### src/core/fmw_pkg.sv
package fmw_pkg;

  // command codes
  localparam logic [7:0] CMD_COL_WINDOW = 8'h2A;
  localparam logic [7:0] CMD_ROW_WINDOW = 8'h2B;
  localparam logic [7:0] CMD_MEM_WRITE = 8'h2C;

  // pixel and coordinate widths
  localparam int PIX_W = 18;
  localparam int PTR_W = 8;

  // row and column limits
  localparam logic [7:0] LIM_219 = 8'hDB;
  localparam logic [7:0] LIM_175 = 8'hAF;
  localparam logic [7:0] LIM_131 = 8'h83;
  localparam logic [7:0] START_RST = 8'h00;

  // geometry select codes
  localparam logic [1:0] GEOM_220 = 2'h0;
  localparam logic [1:0] GEOM_176 = 2'h1;
  localparam logic [1:0] GEOM_132 = 2'h3;

  // apb register byte offsets
  localparam logic [7:0] OFS_CTRL = 8'h00;
  localparam logic [7:0] OFS_STATUS = 8'h04;
  localparam logic [7:0] OFS_ROWWIN = 8'h08;
  localparam logic [7:0] OFS_COLWIN = 8'h0C;
  localparam logic [7:0] OFS_PIXCNT = 8'h10;

  // ctrl field positions
  localparam int CTRL_GEOM_LSB = 0;
  localparam int CTRL_EXCH_BIT = 2;
  localparam int CTRL_MIRX_BIT = 3;
  localparam int CTRL_MIRY_BIT = 4;
  localparam int CTRL_SWRST_BIT = 8;

  // status and window field positions
  localparam int STAT_STATE_LSB = 0;
  localparam int STAT_DONE_BIT = 4;
  localparam int STAT_XPTR_LSB = 8;
  localparam int STAT_YPTR_LSB = 16;
  localparam int WIN_START_LSB = 0;
  localparam int WIN_END_LSB = 16;

  // ctrl reset values
  localparam logic [1:0] GEOM_RST = 2'h0;
  localparam logic EXCH_RST = 1'b0;

  typedef enum logic [1:0] {
    FMW_IDLE,
    FMW_COL_PARAM,
    FMW_ROW_PARAM,
    FMW_MEM_WRITE
  } fmw_state_t;

endpackage

### src/core/fmw_core.sv
// Operation
// RULE1: code 2BH with select low starts row window
// RULE2: four bytes follow, high data lines ignored
// RULE3: row window touches only row values
// RULE4: row window applied at next memory write
// RULE5: host keeps start row not above end
// RULE6: out of range pixel data is dropped
// RULE7: geometry 00 row clamp 219 or 175
// RULE8: geometry 01 row clamp always 175
// RULE9: geometry 11 row clamp 131 or 175
// RULE10: geometry 00 end row reset defaults
// RULE11: geometry 11 end row reset defaults
// RULE12: start row resets zero, geometry 01 end 175
// RULE13: code 2CH with select low starts memory write
// RULE14: each data write stores one 18 bit pixel
// RULE15: memory write loads pointers from window starts
// RULE16: start positions follow orientation setting
// RULE17: pointers advance after each stored pixel
// RULE18: any other command ends memory write
// RULE19: pixel stream length is unlimited
// RULE20: memory ends column 175, row per geometry
// RULE21: frame memory is never cleared by reset
// RULE22: commands accepted in every power state
// RULE23: column window applied at memory write
// RULE24: column wraps to start, row advances, overflow dropped
// RULE25: exchange and geometry sampled for clamp and default
//
// Decided for this implementation: the APB register port and the address map.
`timescale 1ns/1ps
`default_nettype none
module fmw_core #(
  parameter logic [1:0] GEOM_INIT = fmw_pkg::GEOM_RST
) (
  // clock and reset
  input wire logic pclk,
  input wire logic presetn,
  // apb slave
  input wire logic psel,
  input wire logic penable,
  input wire logic pwrite,
  input wire logic [7:0] paddr,
  input wire logic [31:0] pwdata,
  output logic [31:0] prdata,
  output logic pready,
  output logic pslverr,
  // host system interface
  input wire logic data_command_select,
  input wire logic write_strobe_n,
  input wire logic read_strobe_n,
  input wire logic [17:0] host_data,
  // frame memory write port
  output logic mem_we,
  output logic [7:0] mem_col,
  output logic [7:0] mem_row,
  output logic [17:0] mem_data
);

  // reset geometry must be a served code
  if (GEOM_INIT == 2'h2)
  begin : g_geom_check
    $error("geometry code 10 is not supported");
  end

  typedef struct packed {
    fmw_pkg::fmw_state_t state;
    logic [1:0] pcnt;
    logic [7:0] hi;
    logic [7:0] sx;
    logic [7:0] ex;
    logic [7:0] sy;
    logic [7:0] ey;
    logic [7:0] ax0;
    logic [7:0] ax1;
    logic [7:0] ay0;
    logic [7:0] ay1;
    logic [7:0] xp;
    logic [7:0] yp;
    logic done;
    logic wr_n;
    logic [1:0] geom;
    logic mv;
    logic mx;
    logic my;
    logic we;
    logic [7:0] col;
    logic [7:0] row;
    logic [17:0] pix;
    logic [31:0] rdata;
    logic [15:0] pixcnt;
  } fmw_regs_t;

  localparam fmw_regs_t RST = '{
    state: fmw_pkg::FMW_IDLE, pcnt: 2'h0, hi: 8'h00,
    sx: fmw_pkg::START_RST, ex: fmw_pkg::LIM_175,
    sy: fmw_pkg::START_RST, ey: (GEOM_INIT == fmw_pkg::GEOM_176) ? fmw_pkg::LIM_175 :
      (GEOM_INIT == fmw_pkg::GEOM_132) ? fmw_pkg::LIM_131 : fmw_pkg::LIM_219,
    ax0: 8'h00, ax1: 8'h00, ay0: 8'h00, ay1: 8'h00, xp: 8'h00, yp: 8'h00,
    done: 1'b1, wr_n: 1'b1, geom: GEOM_INIT, mv: fmw_pkg::EXCH_RST, mx: 1'b0, my: 1'b0,
    we: 1'b0, col: 8'h00, row: 8'h00, pix: 18'h00000, rdata: 32'h00000000,
    pixcnt: 16'h0000
  };

  ////////////////////////////////////////////////////////////////////////
  // limit decoding

  function automatic logic [7:0] mem_row_max(input logic [1:0] g);
    case (g)
      fmw_pkg::GEOM_176: mem_row_max = fmw_pkg::LIM_175;
      fmw_pkg::GEOM_132: mem_row_max = fmw_pkg::LIM_131;
      default: mem_row_max = fmw_pkg::LIM_219;
    endcase
  endfunction

  function automatic logic [7:0] row_max(input logic [1:0] g, input logic x);
    row_max = x ? fmw_pkg::LIM_175 : mem_row_max(g);
  endfunction

  function automatic logic [7:0] col_max(input logic [1:0] g, input logic x);
    col_max = x ? mem_row_max(g) : fmw_pkg::LIM_175;
  endfunction

  function automatic logic [7:0] clamp(input logic [15:0] v, input logic [7:0] m);
    clamp = (v > {8'h00, m}) ? m : v[7:0];
  endfunction

  ////////////////////////////////////////////////////////////////////////
  // state

  fmw_regs_t q;
  fmw_regs_t d;
  logic wr_rise;
  logic is_cmd;
  logic is_data;
  logic x_at_end;
  logic y_at_end;
  logic in_range;
  logic [7:0] mx_addr;
  logic [7:0] my_addr;
  logic apb_wr;
  logic apb_rd_setup;
  logic mapped;
  logic sw_rst;

  assign wr_rise = !q.wr_n ? (write_strobe_n && read_strobe_n) : 1'b0; // RULE1 RULE13
  assign is_cmd = wr_rise && !data_command_select;
  assign is_data = wr_rise && data_command_select;
  assign mapped = (paddr == fmw_pkg::OFS_CTRL) || (paddr == fmw_pkg::OFS_STATUS) ||
                  (paddr == fmw_pkg::OFS_ROWWIN) || (paddr == fmw_pkg::OFS_COLWIN) ||
                  (paddr == fmw_pkg::OFS_PIXCNT);
  assign apb_wr = psel && penable && pwrite && mapped;
  assign apb_rd_setup = psel && !penable && !pwrite;
  assign sw_rst = apb_wr && (paddr == fmw_pkg::OFS_CTRL) && pwdata[fmw_pkg::CTRL_SWRST_BIT];
  assign x_at_end = q.mx ? (q.xp == q.ax0) : (q.xp == q.ax1);
  assign y_at_end = q.my ? (q.yp == q.ay0) : (q.yp == q.ay1);
  assign mx_addr = q.mv ? q.yp : q.xp;
  assign my_addr = q.mv ? q.xp : q.yp;
  assign in_range = (mx_addr <= fmw_pkg::LIM_175) && (my_addr <= mem_row_max(q.geom)); // RULE6 RULE20

  ////////////////////////////////////////////////////////////////////////
  // next state

  always_comb
  begin
    d = q;
    d.wr_n = write_strobe_n;
    d.we = 1'b0;
    // command decode, no power state gating
    if (is_cmd) // RULE22
    begin
      d.pcnt = 2'h0;
      case (host_data[7:0])
        fmw_pkg::CMD_COL_WINDOW: d.state = fmw_pkg::FMW_COL_PARAM;
        fmw_pkg::CMD_ROW_WINDOW: d.state = fmw_pkg::FMW_ROW_PARAM; // RULE1
        fmw_pkg::CMD_MEM_WRITE:
        begin
          d.state = fmw_pkg::FMW_MEM_WRITE; // RULE13
          d.ax0 = q.sx; // RULE23
          d.ax1 = q.ex; // RULE23
          d.ay0 = q.sy; // RULE4
          d.ay1 = q.ey; // RULE4
          d.xp = q.mx ? q.ex : q.sx; // RULE15 RULE16
          d.yp = q.my ? q.ey : q.sy; // RULE15 RULE16
          d.done = 1'b0;
        end
        default: d.state = fmw_pkg::FMW_IDLE; // RULE18
      endcase
    end
    else if (is_data)
    begin
      case (q.state)
        fmw_pkg::FMW_COL_PARAM, fmw_pkg::FMW_ROW_PARAM:
        begin
          d.pcnt = q.pcnt + 2'h1;
          if (!q.pcnt[0])
            d.hi = host_data[7:0]; // RULE2
          else if (q.state == fmw_pkg::FMW_ROW_PARAM) // RULE3
          begin
            if (!q.pcnt[1])
              d.sy = clamp({q.hi, host_data[7:0]}, row_max(q.geom, q.mv)); // RULE7 RULE8 RULE9 RULE25
            else
              d.ey = clamp({q.hi, host_data[7:0]}, row_max(q.geom, q.mv)); // RULE7 RULE8 RULE9 RULE25
          end
          else
          begin
            if (!q.pcnt[1])
              d.sx = clamp({q.hi, host_data[7:0]}, col_max(q.geom, q.mv));
            else
              d.ex = clamp({q.hi, host_data[7:0]}, col_max(q.geom, q.mv));
          end
          if (q.pcnt == 2'h3)
            d.state = fmw_pkg::FMW_IDLE;
        end
        fmw_pkg::FMW_MEM_WRITE:
        begin
          if (!q.done) // RULE19 RULE24
          begin
            d.we = in_range; // RULE6 RULE14
            d.col = mx_addr;
            d.row = my_addr;
            d.pix = host_data; // RULE14
            d.pixcnt = q.pixcnt + {15'h0000, in_range};
            if (x_at_end) // RULE17 RULE24
            begin
              d.xp = q.mx ? q.ax1 : q.ax0;
              if (y_at_end)
                d.done = 1'b1; // RULE24
              else
                d.yp = q.my ? q.yp - 8'h01 : q.yp + 8'h01;
            end
            else
              d.xp = q.mx ? q.xp - 8'h01 : q.xp + 8'h01; // RULE17
          end
        end
        default: d.state = q.state;
      endcase
    end
    // apb register writes
    if (apb_wr && (paddr == fmw_pkg::OFS_CTRL))
    begin
      d.geom = pwdata[fmw_pkg::CTRL_GEOM_LSB +: 2]; // RULE25
      d.mv = pwdata[fmw_pkg::CTRL_EXCH_BIT]; // RULE25
      d.mx = pwdata[fmw_pkg::CTRL_MIRX_BIT];
      d.my = pwdata[fmw_pkg::CTRL_MIRY_BIT];
    end
    if (apb_wr && (paddr == fmw_pkg::OFS_PIXCNT))
      d.pixcnt = 16'h0000;
    // software reset, frame memory untouched
    if (sw_rst) // RULE21
    begin
      d.state = fmw_pkg::FMW_IDLE;
      d.pcnt = 2'h0;
      d.done = 1'b1;
      d.sx = fmw_pkg::START_RST;
      d.sy = fmw_pkg::START_RST; // RULE12
      d.ex = col_max(d.geom, d.mv);
      d.ey = row_max(d.geom, d.mv); // RULE10 RULE11 RULE12
    end
    // read data prepared in setup phase
    if (apb_rd_setup)
    begin
      d.rdata = 32'h00000000;
      case (paddr)
        fmw_pkg::OFS_CTRL:
        begin
          d.rdata[fmw_pkg::CTRL_GEOM_LSB +: 2] = q.geom;
          d.rdata[fmw_pkg::CTRL_EXCH_BIT] = q.mv;
          d.rdata[fmw_pkg::CTRL_MIRX_BIT] = q.mx;
          d.rdata[fmw_pkg::CTRL_MIRY_BIT] = q.my;
        end
        fmw_pkg::OFS_STATUS:
        begin
          d.rdata[fmw_pkg::STAT_STATE_LSB +: 2] = q.state;
          d.rdata[fmw_pkg::STAT_DONE_BIT] = q.done;
          d.rdata[fmw_pkg::STAT_XPTR_LSB +: 8] = q.xp;
          d.rdata[fmw_pkg::STAT_YPTR_LSB +: 8] = q.yp;
        end
        fmw_pkg::OFS_ROWWIN:
        begin
          d.rdata[fmw_pkg::WIN_START_LSB +: 8] = q.sy;
          d.rdata[fmw_pkg::WIN_END_LSB +: 8] = q.ey;
        end
        fmw_pkg::OFS_COLWIN:
        begin
          d.rdata[fmw_pkg::WIN_START_LSB +: 8] = q.sx;
          d.rdata[fmw_pkg::WIN_END_LSB +: 8] = q.ex;
        end
        fmw_pkg::OFS_PIXCNT: d.rdata[15:0] = q.pixcnt;
        default: d.rdata = 32'h00000000;
      endcase
    end
  end

  always_ff @(posedge pclk or negedge presetn)
  begin
    if (!presetn)
      q <= RST; // RULE10 RULE11 RULE12
    else
      q <= d;
  end

  ////////////////////////////////////////////////////////////////////////
  // outputs

  assign pready = 1'b1;
  assign pslverr = psel && penable && !mapped;
  assign prdata = q.rdata;
  assign mem_we = q.we;
  assign mem_col = q.col;
  assign mem_row = q.row;
  assign mem_data = q.pix;
endmodule
`default_nettype wire

### config.mk
export PLATFORM = sky130hd
export DESIGN_NAME = fmw_core
export DESIGN_NICKNAME = d
export VERILOG_FILES = /design/src/core/fmw_pkg.sv /design/src/core/fmw_core.sv
export SDC_FILE = /design/constraint.sdc
export NUM_CORES = 1
export LEC_CHECK = 0
export BUFFER_PORTS_ARGS = -buffer_cell sky130_fd_sc_hd__buf_4
export CAP_MARGIN = 0
export CORE_MARGIN = 2
export CORE_UTILIZATION = 55
export CTS_CLUSTER_SIZE = 12
export DETAILED_ROUTE_END_ITERATION = 8
export PLACE_DENSITY = 0.86
export SYNTH_ARGS = -nofsm -noshare
export SYNTH_HDL_FRONTEND = slang
export SYNTH_SLANG_ARGS = --single-unit
### constraint.sdc
create_clock -name pclk -period 4.2 [get_ports pclk]
set_input_delay 1.26 -clock pclk [delete_from_list [all_inputs] [get_ports pclk]]
set_output_delay 1.26 -clock pclk [all_outputs]
set_load 0.05 [all_outputs]
* Word-level counts from Yosys, hierarchy flattened
Cells that the tools add are included.
** Cells by class
- Add/subtract/negate cells :: 6
- Order comparisons :: 6
- Equality and inequality tests :: 28
- Muxes and demuxes :: 87
- Bitwise logic cells :: 3
- Reduce and logical (&&, ||, !) cells :: 50
** Operators by type and width (number)
- $mux W8 :: 46
- $mux W35 :: 4
- $mux W16 :: 7
- $mux W32 :: 3
- $mux W17 :: 5
- $gt A16 B8 Y1 :: 4
- $mux W44 :: 1
- $mux W42 :: 1
- $eq A8 B8 Y1 :: 4
- $reduce_and A6 Y1 :: 5
- $pmux W7 S2 :: 2
- $eq A8 B6 Y1 const B :: 3
- $pmux W8 S3 :: 1
- $reduce_bool A2 Y1 :: 10
- $add A16 B1 Y16 :: 1
- $add A8 B1 Y8 const B :: 2
- $eq A8 B4 Y1 const B :: 2
- $pmux W8 S2 :: 1
- $reduce_and A4 Y1 :: 4
- $sub A8 B1 Y8 const B :: 2
- $logic_and A1 B1 Y1 :: 13
- $ne A2 B1 Y1 const B :: 6
- $reduce_bool A3 Y1 :: 4
- $eq A2 B2 Y1 const B :: 5
- other kinds (25) :: 44
** Storage, ports and cells
- Bits in registers :: 174
- Input bits :: 66
- Word-level logic and storage cells :: 205

* Logic depth before layout (Yosys ltp)
- Depth after elaboration :: 18
- Depth in mapped cells :: 18
- Depth with buffers taken out :: 16

* Worst setup path before layout
OpenSTA, ideal clock, no wires.
- Path type :: input -> output
- From :: in paddr[2]
- To :: out pslverr
- Arrival time :: 2836 ps
- Required time :: 2940 ps
- Slack :: 104 ps
- Stages :: 4
- Buffers on the path :: 2
- Cell sequence :: buf_1 clkbuf_1 o21ai_0 a21oi_1
** Between the ends
- Word-level cells in the longest chain between the ends :: 7
- Elaborated cells between the ends (all ways) :: 11
- Classes of those cells :: 4 x eq/ne; 7 x reduce/logical
** RTL lines
- from (decl) :: RTL line fmw_core.sv:41 : input wire logic [7:0] paddr,
- $eq A8 B3 Y1 / $logic_not A8 Y1 (equally long branches) :: RTL line fmw_core.sv:147 : assign mapped = (paddr == fmw_pkg::OFS_CTRL) || (paddr == fmw_pkg::OFS_STATUS) ||
- $logic_or A1 B1 Y1 (2 in a row) :: RTL line fmw_core.sv:147
- $logic_or A1 B1 Y1 :: RTL line fmw_core.sv:148 : (paddr == fmw_pkg::OFS_ROWWIN) || (paddr == fmw_pkg::OFS_COLWIN) ||
- $logic_or A1 B1 Y1 * :: RTL line fmw_core.sv:148
- $logic_not A1 Y1 * :: RTL line fmw_core.sv:305 : assign pslverr = psel && penable && !mapped;
- $logic_and A1 B1 Y1 * :: RTL line fmw_core.sv:305
- to (decl) :: RTL line fmw_core.sv:45 : output logic pslverr,
Mark *: on every way between the ends. The rest lies on a longest branch, timed or not.

* Final worst setup path
- From :: reg q[85] in the netlist's numbering
- To :: reg q[15] in the netlist's numbering
** Between the ends
- Word-level cells in the longest chain between the ends :: 9
- Elaborated cells between the ends (all ways) :: 11
- Classes of those cells :: 1 x add/sub; 2 x order compare; 7 x mux; 1 x reduce/logical
** RTL lines
- from (decl) :: RTL line fmw_core.sv:129 : fmw_regs_t q;
- from (signal assigned) :: RTL line fmw_core.sv:296 : q <= RST;
- from (signal assigned) :: RTL line fmw_core.sv:298 : q <= d;
- $mux W8 :: RTL line fmw_core.sv:156 : assign my_addr = q.mv ? q.xp : q.yp;
- via my_addr[2] :: RTL line fmw_core.sv:138 : logic [7:0] my_addr;
- $le A8 B8 Y1 :: RTL line fmw_core.sv:157 : assign in_range = (mx_addr <= fmw_pkg::LIM_175) && (my_addr <= mem_row_max(q.geom));
- $logic_and A1 B1 Y1 :: RTL line fmw_core.sv:157
- $add A16 B1 Y16 :: RTL line fmw_core.sv:221 : d.pixcnt = q.pixcnt + {15'h0000, in_range};
- $mux W16 :: RTL line fmw_core.sv:215 : if (!q.done)
- $mux W16 :: RTL line fmw_core.sv:190 : case (q.state)
- $mux W16 :: RTL line fmw_core.sv:188 : else if (is_data)
- $mux W16 :: RTL line fmw_core.sv:168 : if (is_cmd)
- $mux W16 :: RTL line fmw_core.sv:245 : if (apb_wr && (paddr == fmw_pkg::OFS_PIXCNT))
The timed path passes the listed nets, and every way through them passes these cells. The select of a mux whose other input is x is not followed.
A chain may end at the register's enable or synchronous reset.

==> summary.md <==
| Metric | Value |
|---|---|
| CTS H-tree depth | `4` |
| Initial Util | `0.566` |
| Post-DR vias/cell | `between 6 and 7` |
| Maximum number of pins on one net before global-route repair | `79` |
| RSZ-0062 raised after global routing | `no` |
| Fin. max-slew vios | `0` |
| Crit end category | `register` |
| Final Wtd Congestion | `around 0.96` |
| Clock Sinks | `174` |
| Clk_lat worst skew | `440 ps` |
| Ports | `135` |
| Minimum clock period | `3570 ps` |
| Cell area after synthesis | `10,300 um2` |
| CTS tree | `done` |
| CP Max Fanout | `20` |
| Synth top cells by count | `dfrtp_1, nand2_1, nor2_1` |
| Worst Tran Pin Value | `1050 ps` |
| CTS clock-pin slew for the worst setup and hold paths | `70 ps` |
| Clock Path Buffers | `2` |
| PortBufs | `99` |
| Post-synthesis cell type count | `76` |
| Yosys reg bits | `~170` |
| Routed WL | `26,800 um` |
| CP startpoint kind | `register` |
| Initial antenna violation count | `0` |
| Ys Warns | `0` |
| Area contributors post-synth | `dfrtp_1, mux2_2, mux2i_1, nand2_1, buf_4` |
| Final Hold Viols | `0` |
| Cell family with most CP delay | `compound AO/OA/AOI/OAI gates` |
| Slowest stage cell, crit path | `dfrtp_1` |
| Total power | `3770 uW` |
| Core ar. | `18,100 um2` |
| Gr ovfl total | `0` |
| Area leader, netlist | `dfrtp_1` |
| Final setup fails | `0` |
| Hold buffers post-CTS | `0` |
| Max frequency | `between 200 and 300 MHz` |
| Run status | `finished, final reports clean` |
| Crit Path Class | `reg -> reg` |
| CP bufs+invs | `1` |
| Post-CTS setup buffers | `0` |
| Crit-path max cell delay | `approximately 420 ps` |
| PwrDens | `approximately 330 nW/um2` |
| Die Y-Extent | `roughly 140 um` |
| CTS Buf Count | `17` |
| Area Overhead vs Synth | `10.4%` |
| CP cell instances | `buf_4 -> mux2_2 -> ha_1 -> a21o_1 -> a21o_1 -> a21oi_1 -> nor2_1 -> o32a_1 -> nand2_1 -> a32o_1 -> ha_1 -> nand3_1 -> nor2_1 -> nand3_1 -> xor2_1 -> nor2_1` |
| Initial DRC Count | `between 800 and 900` |
| WP data arrival | `about 3900 ps` |
| Vias in the first global route | `8,018` |
| Post-DP Area | `10,700 um2` |
| Diodes inserted | `0` |
| Peak supply drop | `0.000313 V` |
| Max cap viols | `0` |
| Share of the synthesized area in the top cell type | `0.390` |
| Post-Syn Area per Cell | `about 9.5 um2` |
| Period utilisation layout | `0.850` |
| Final Instance Area | `~11,000 um2` |
| Count leader, synth | `dfrtp_1` |
| Fillers | `1,410` |
| Worst Skew | `7.65 ps` |
| Post-DRT Antenna Nets | `0` |
| Die area | `19,800 um2` |
| # DRC | `0` |
| Post-synth EDFFs | `0` |
| Routed len/inst | `20.0 um` |
| Pre-antenna DRT Iters | `6` |
| Cell mode on critical path | `nor2_1` |
| Clock Tree Root | `clkbuf_16` |
| Worst Hold Class | `reg -> reg` |
| Share of post-route cells with drive strength above 1 | `0.217` |
| Post-synth top flop | `dfrtp_1` |
| Die W | `141 um` |
| Fin nets | `1,196` |
| Total track usage | `0.275` |
| Post-cts resize count | `0` |
| Synth async-reset ratio | `1.00` |
| Setup TNS | `0 ps` |
| Final HPWL from detailed placement | `19,100 um` |
| First-pass GRT wire length | `42,500 um` |
| Mapped Cells | `1,083` |
| Static Leak | `0.00528 uW` |
| Row count | `49` |
| Worst EP required | `roughly 4500 ps` |
| Max_slew headroom | `0.303` |
| Sequential share of the synthesized area | `0.425` |
| Via count | `8,264` |
per-stage QoR:
step	setup slack [ps]	cells	hold WS, ps	utilization
after detailed placement	652	1310	466	0.591
after global placement	652	1310	461	0.591
after global routing	372	1342	499	0.625
after floorplan	104	1090	447	-
final	631	1342	479	0.625
after CTS	652	1342	485	0.625
placed cells by master (no fill, tap or decap), types with 7 or more instances in the layout:
cell	n
a211oi_1	8
a21o_1	8
a21oi_1	49
a221oi_1	11
a22oi_1	12
and3_1	10
buf_4	116
clkbuf_16	17
conb_1	9
dfrtp_1	160
dfstp_2	14
ha_1	28
inv_1	20
mux2_2	60
mux2i_1	61
nand2_1	151
nand3_1	18
nor2_1	96
nor2b_1	10
nor3_1	10
o21ai_0	74
or3_1	7
xnor2_1	20
xor2_1	21
worst paths after layout:
| kind | from | endpoint | slack (ps) | cells after the start |
|---|---|---|---|---|
| min in group asynchronous | presetn | q[170] | 850 | 1 |
| worst min register to register | mem_col[1] | mem_col[1] | 480 | 2 |
| worst max-delay path | q[85] | q[15] | 630 | 16 |
| max in group asynchronous | presetn | mem_data[7] | 2480 | 2 |
| worst min-delay path | mem_col[1] | mem_col[1] | 480 | 2 |
| worst max register to register | q[85] | q[15] | 630 | 16 |
logic make-up (layout without fill, tap and decap cells):
| logic type | count (synthesis) | count (layout) | share of synthesized area |
|---|---|---|---|
| AOI/OAI and AO/OA | 221 | 221 | 0.137 |
| muxes | 122 | 122 | 0.127 |
| DFF | 174 | 174 | 0.425 |
| other | 2 | 9 | 0.000731 |
| adders and majority gates | 30 | 30 | 0.0380 |
| xor gates and xnor gates | 41 | 41 | 0.0349 |
| and+or+nand+nor | 345 | 345 | 0.154 |
| buffers and inverters | 148 | 171 | 0.0830 |
sequential cells by signal, summed over array words and instances (netlist names):
register  cells
q           115
prdata       24
mem_data     18
mem_we        1
mem_row       8
mem_col       8
layer usage:
layer / vias to the layer above / track usage / routed length (um)
li1: 3756 / - / -
met1: 4029 / 0.367 / 10900
met2: 418 / 0.432 / 12500
met3: 61 / 0.0588 / 2420
met4: 0 / 0.126 / 982
met5: - / 0 / 0
report_power, final:
group          internal, uW  switching, uW  total (uW)
registers              1710           29.8        1740
logic                   119            248         367
clock network           961            708        1670
total                  2790            986        3770
cell type report:
cell class / instances / area [um2] / share of cell area
multi-input combinational: 768 / 5080 / 0.448
sequential: 174 / 4370 / 0.385
timing repair buffer: 118 / 902 / 0.0795
clock buffer: 18 / 439 / 0.0387
tap: 229 / 287 / 0.0253
clock inverter: 14 / 180 / 0.0159
inverter: 21 / 78.8 / 0.00695
worst register-to-register path: cells and delay by family, from the launching register on:
family,cells,cell delay [ps]
AOI/OAI and AO/OA,5,910
muxes,1,420
DFF,1,420
adders and majority gates,2,470
buffers and inverters,1,320
xor gates and xnor gates,1,150
and+or+nand+nor,6,740
No activity file was read; power rests on OpenSTA's default activity.
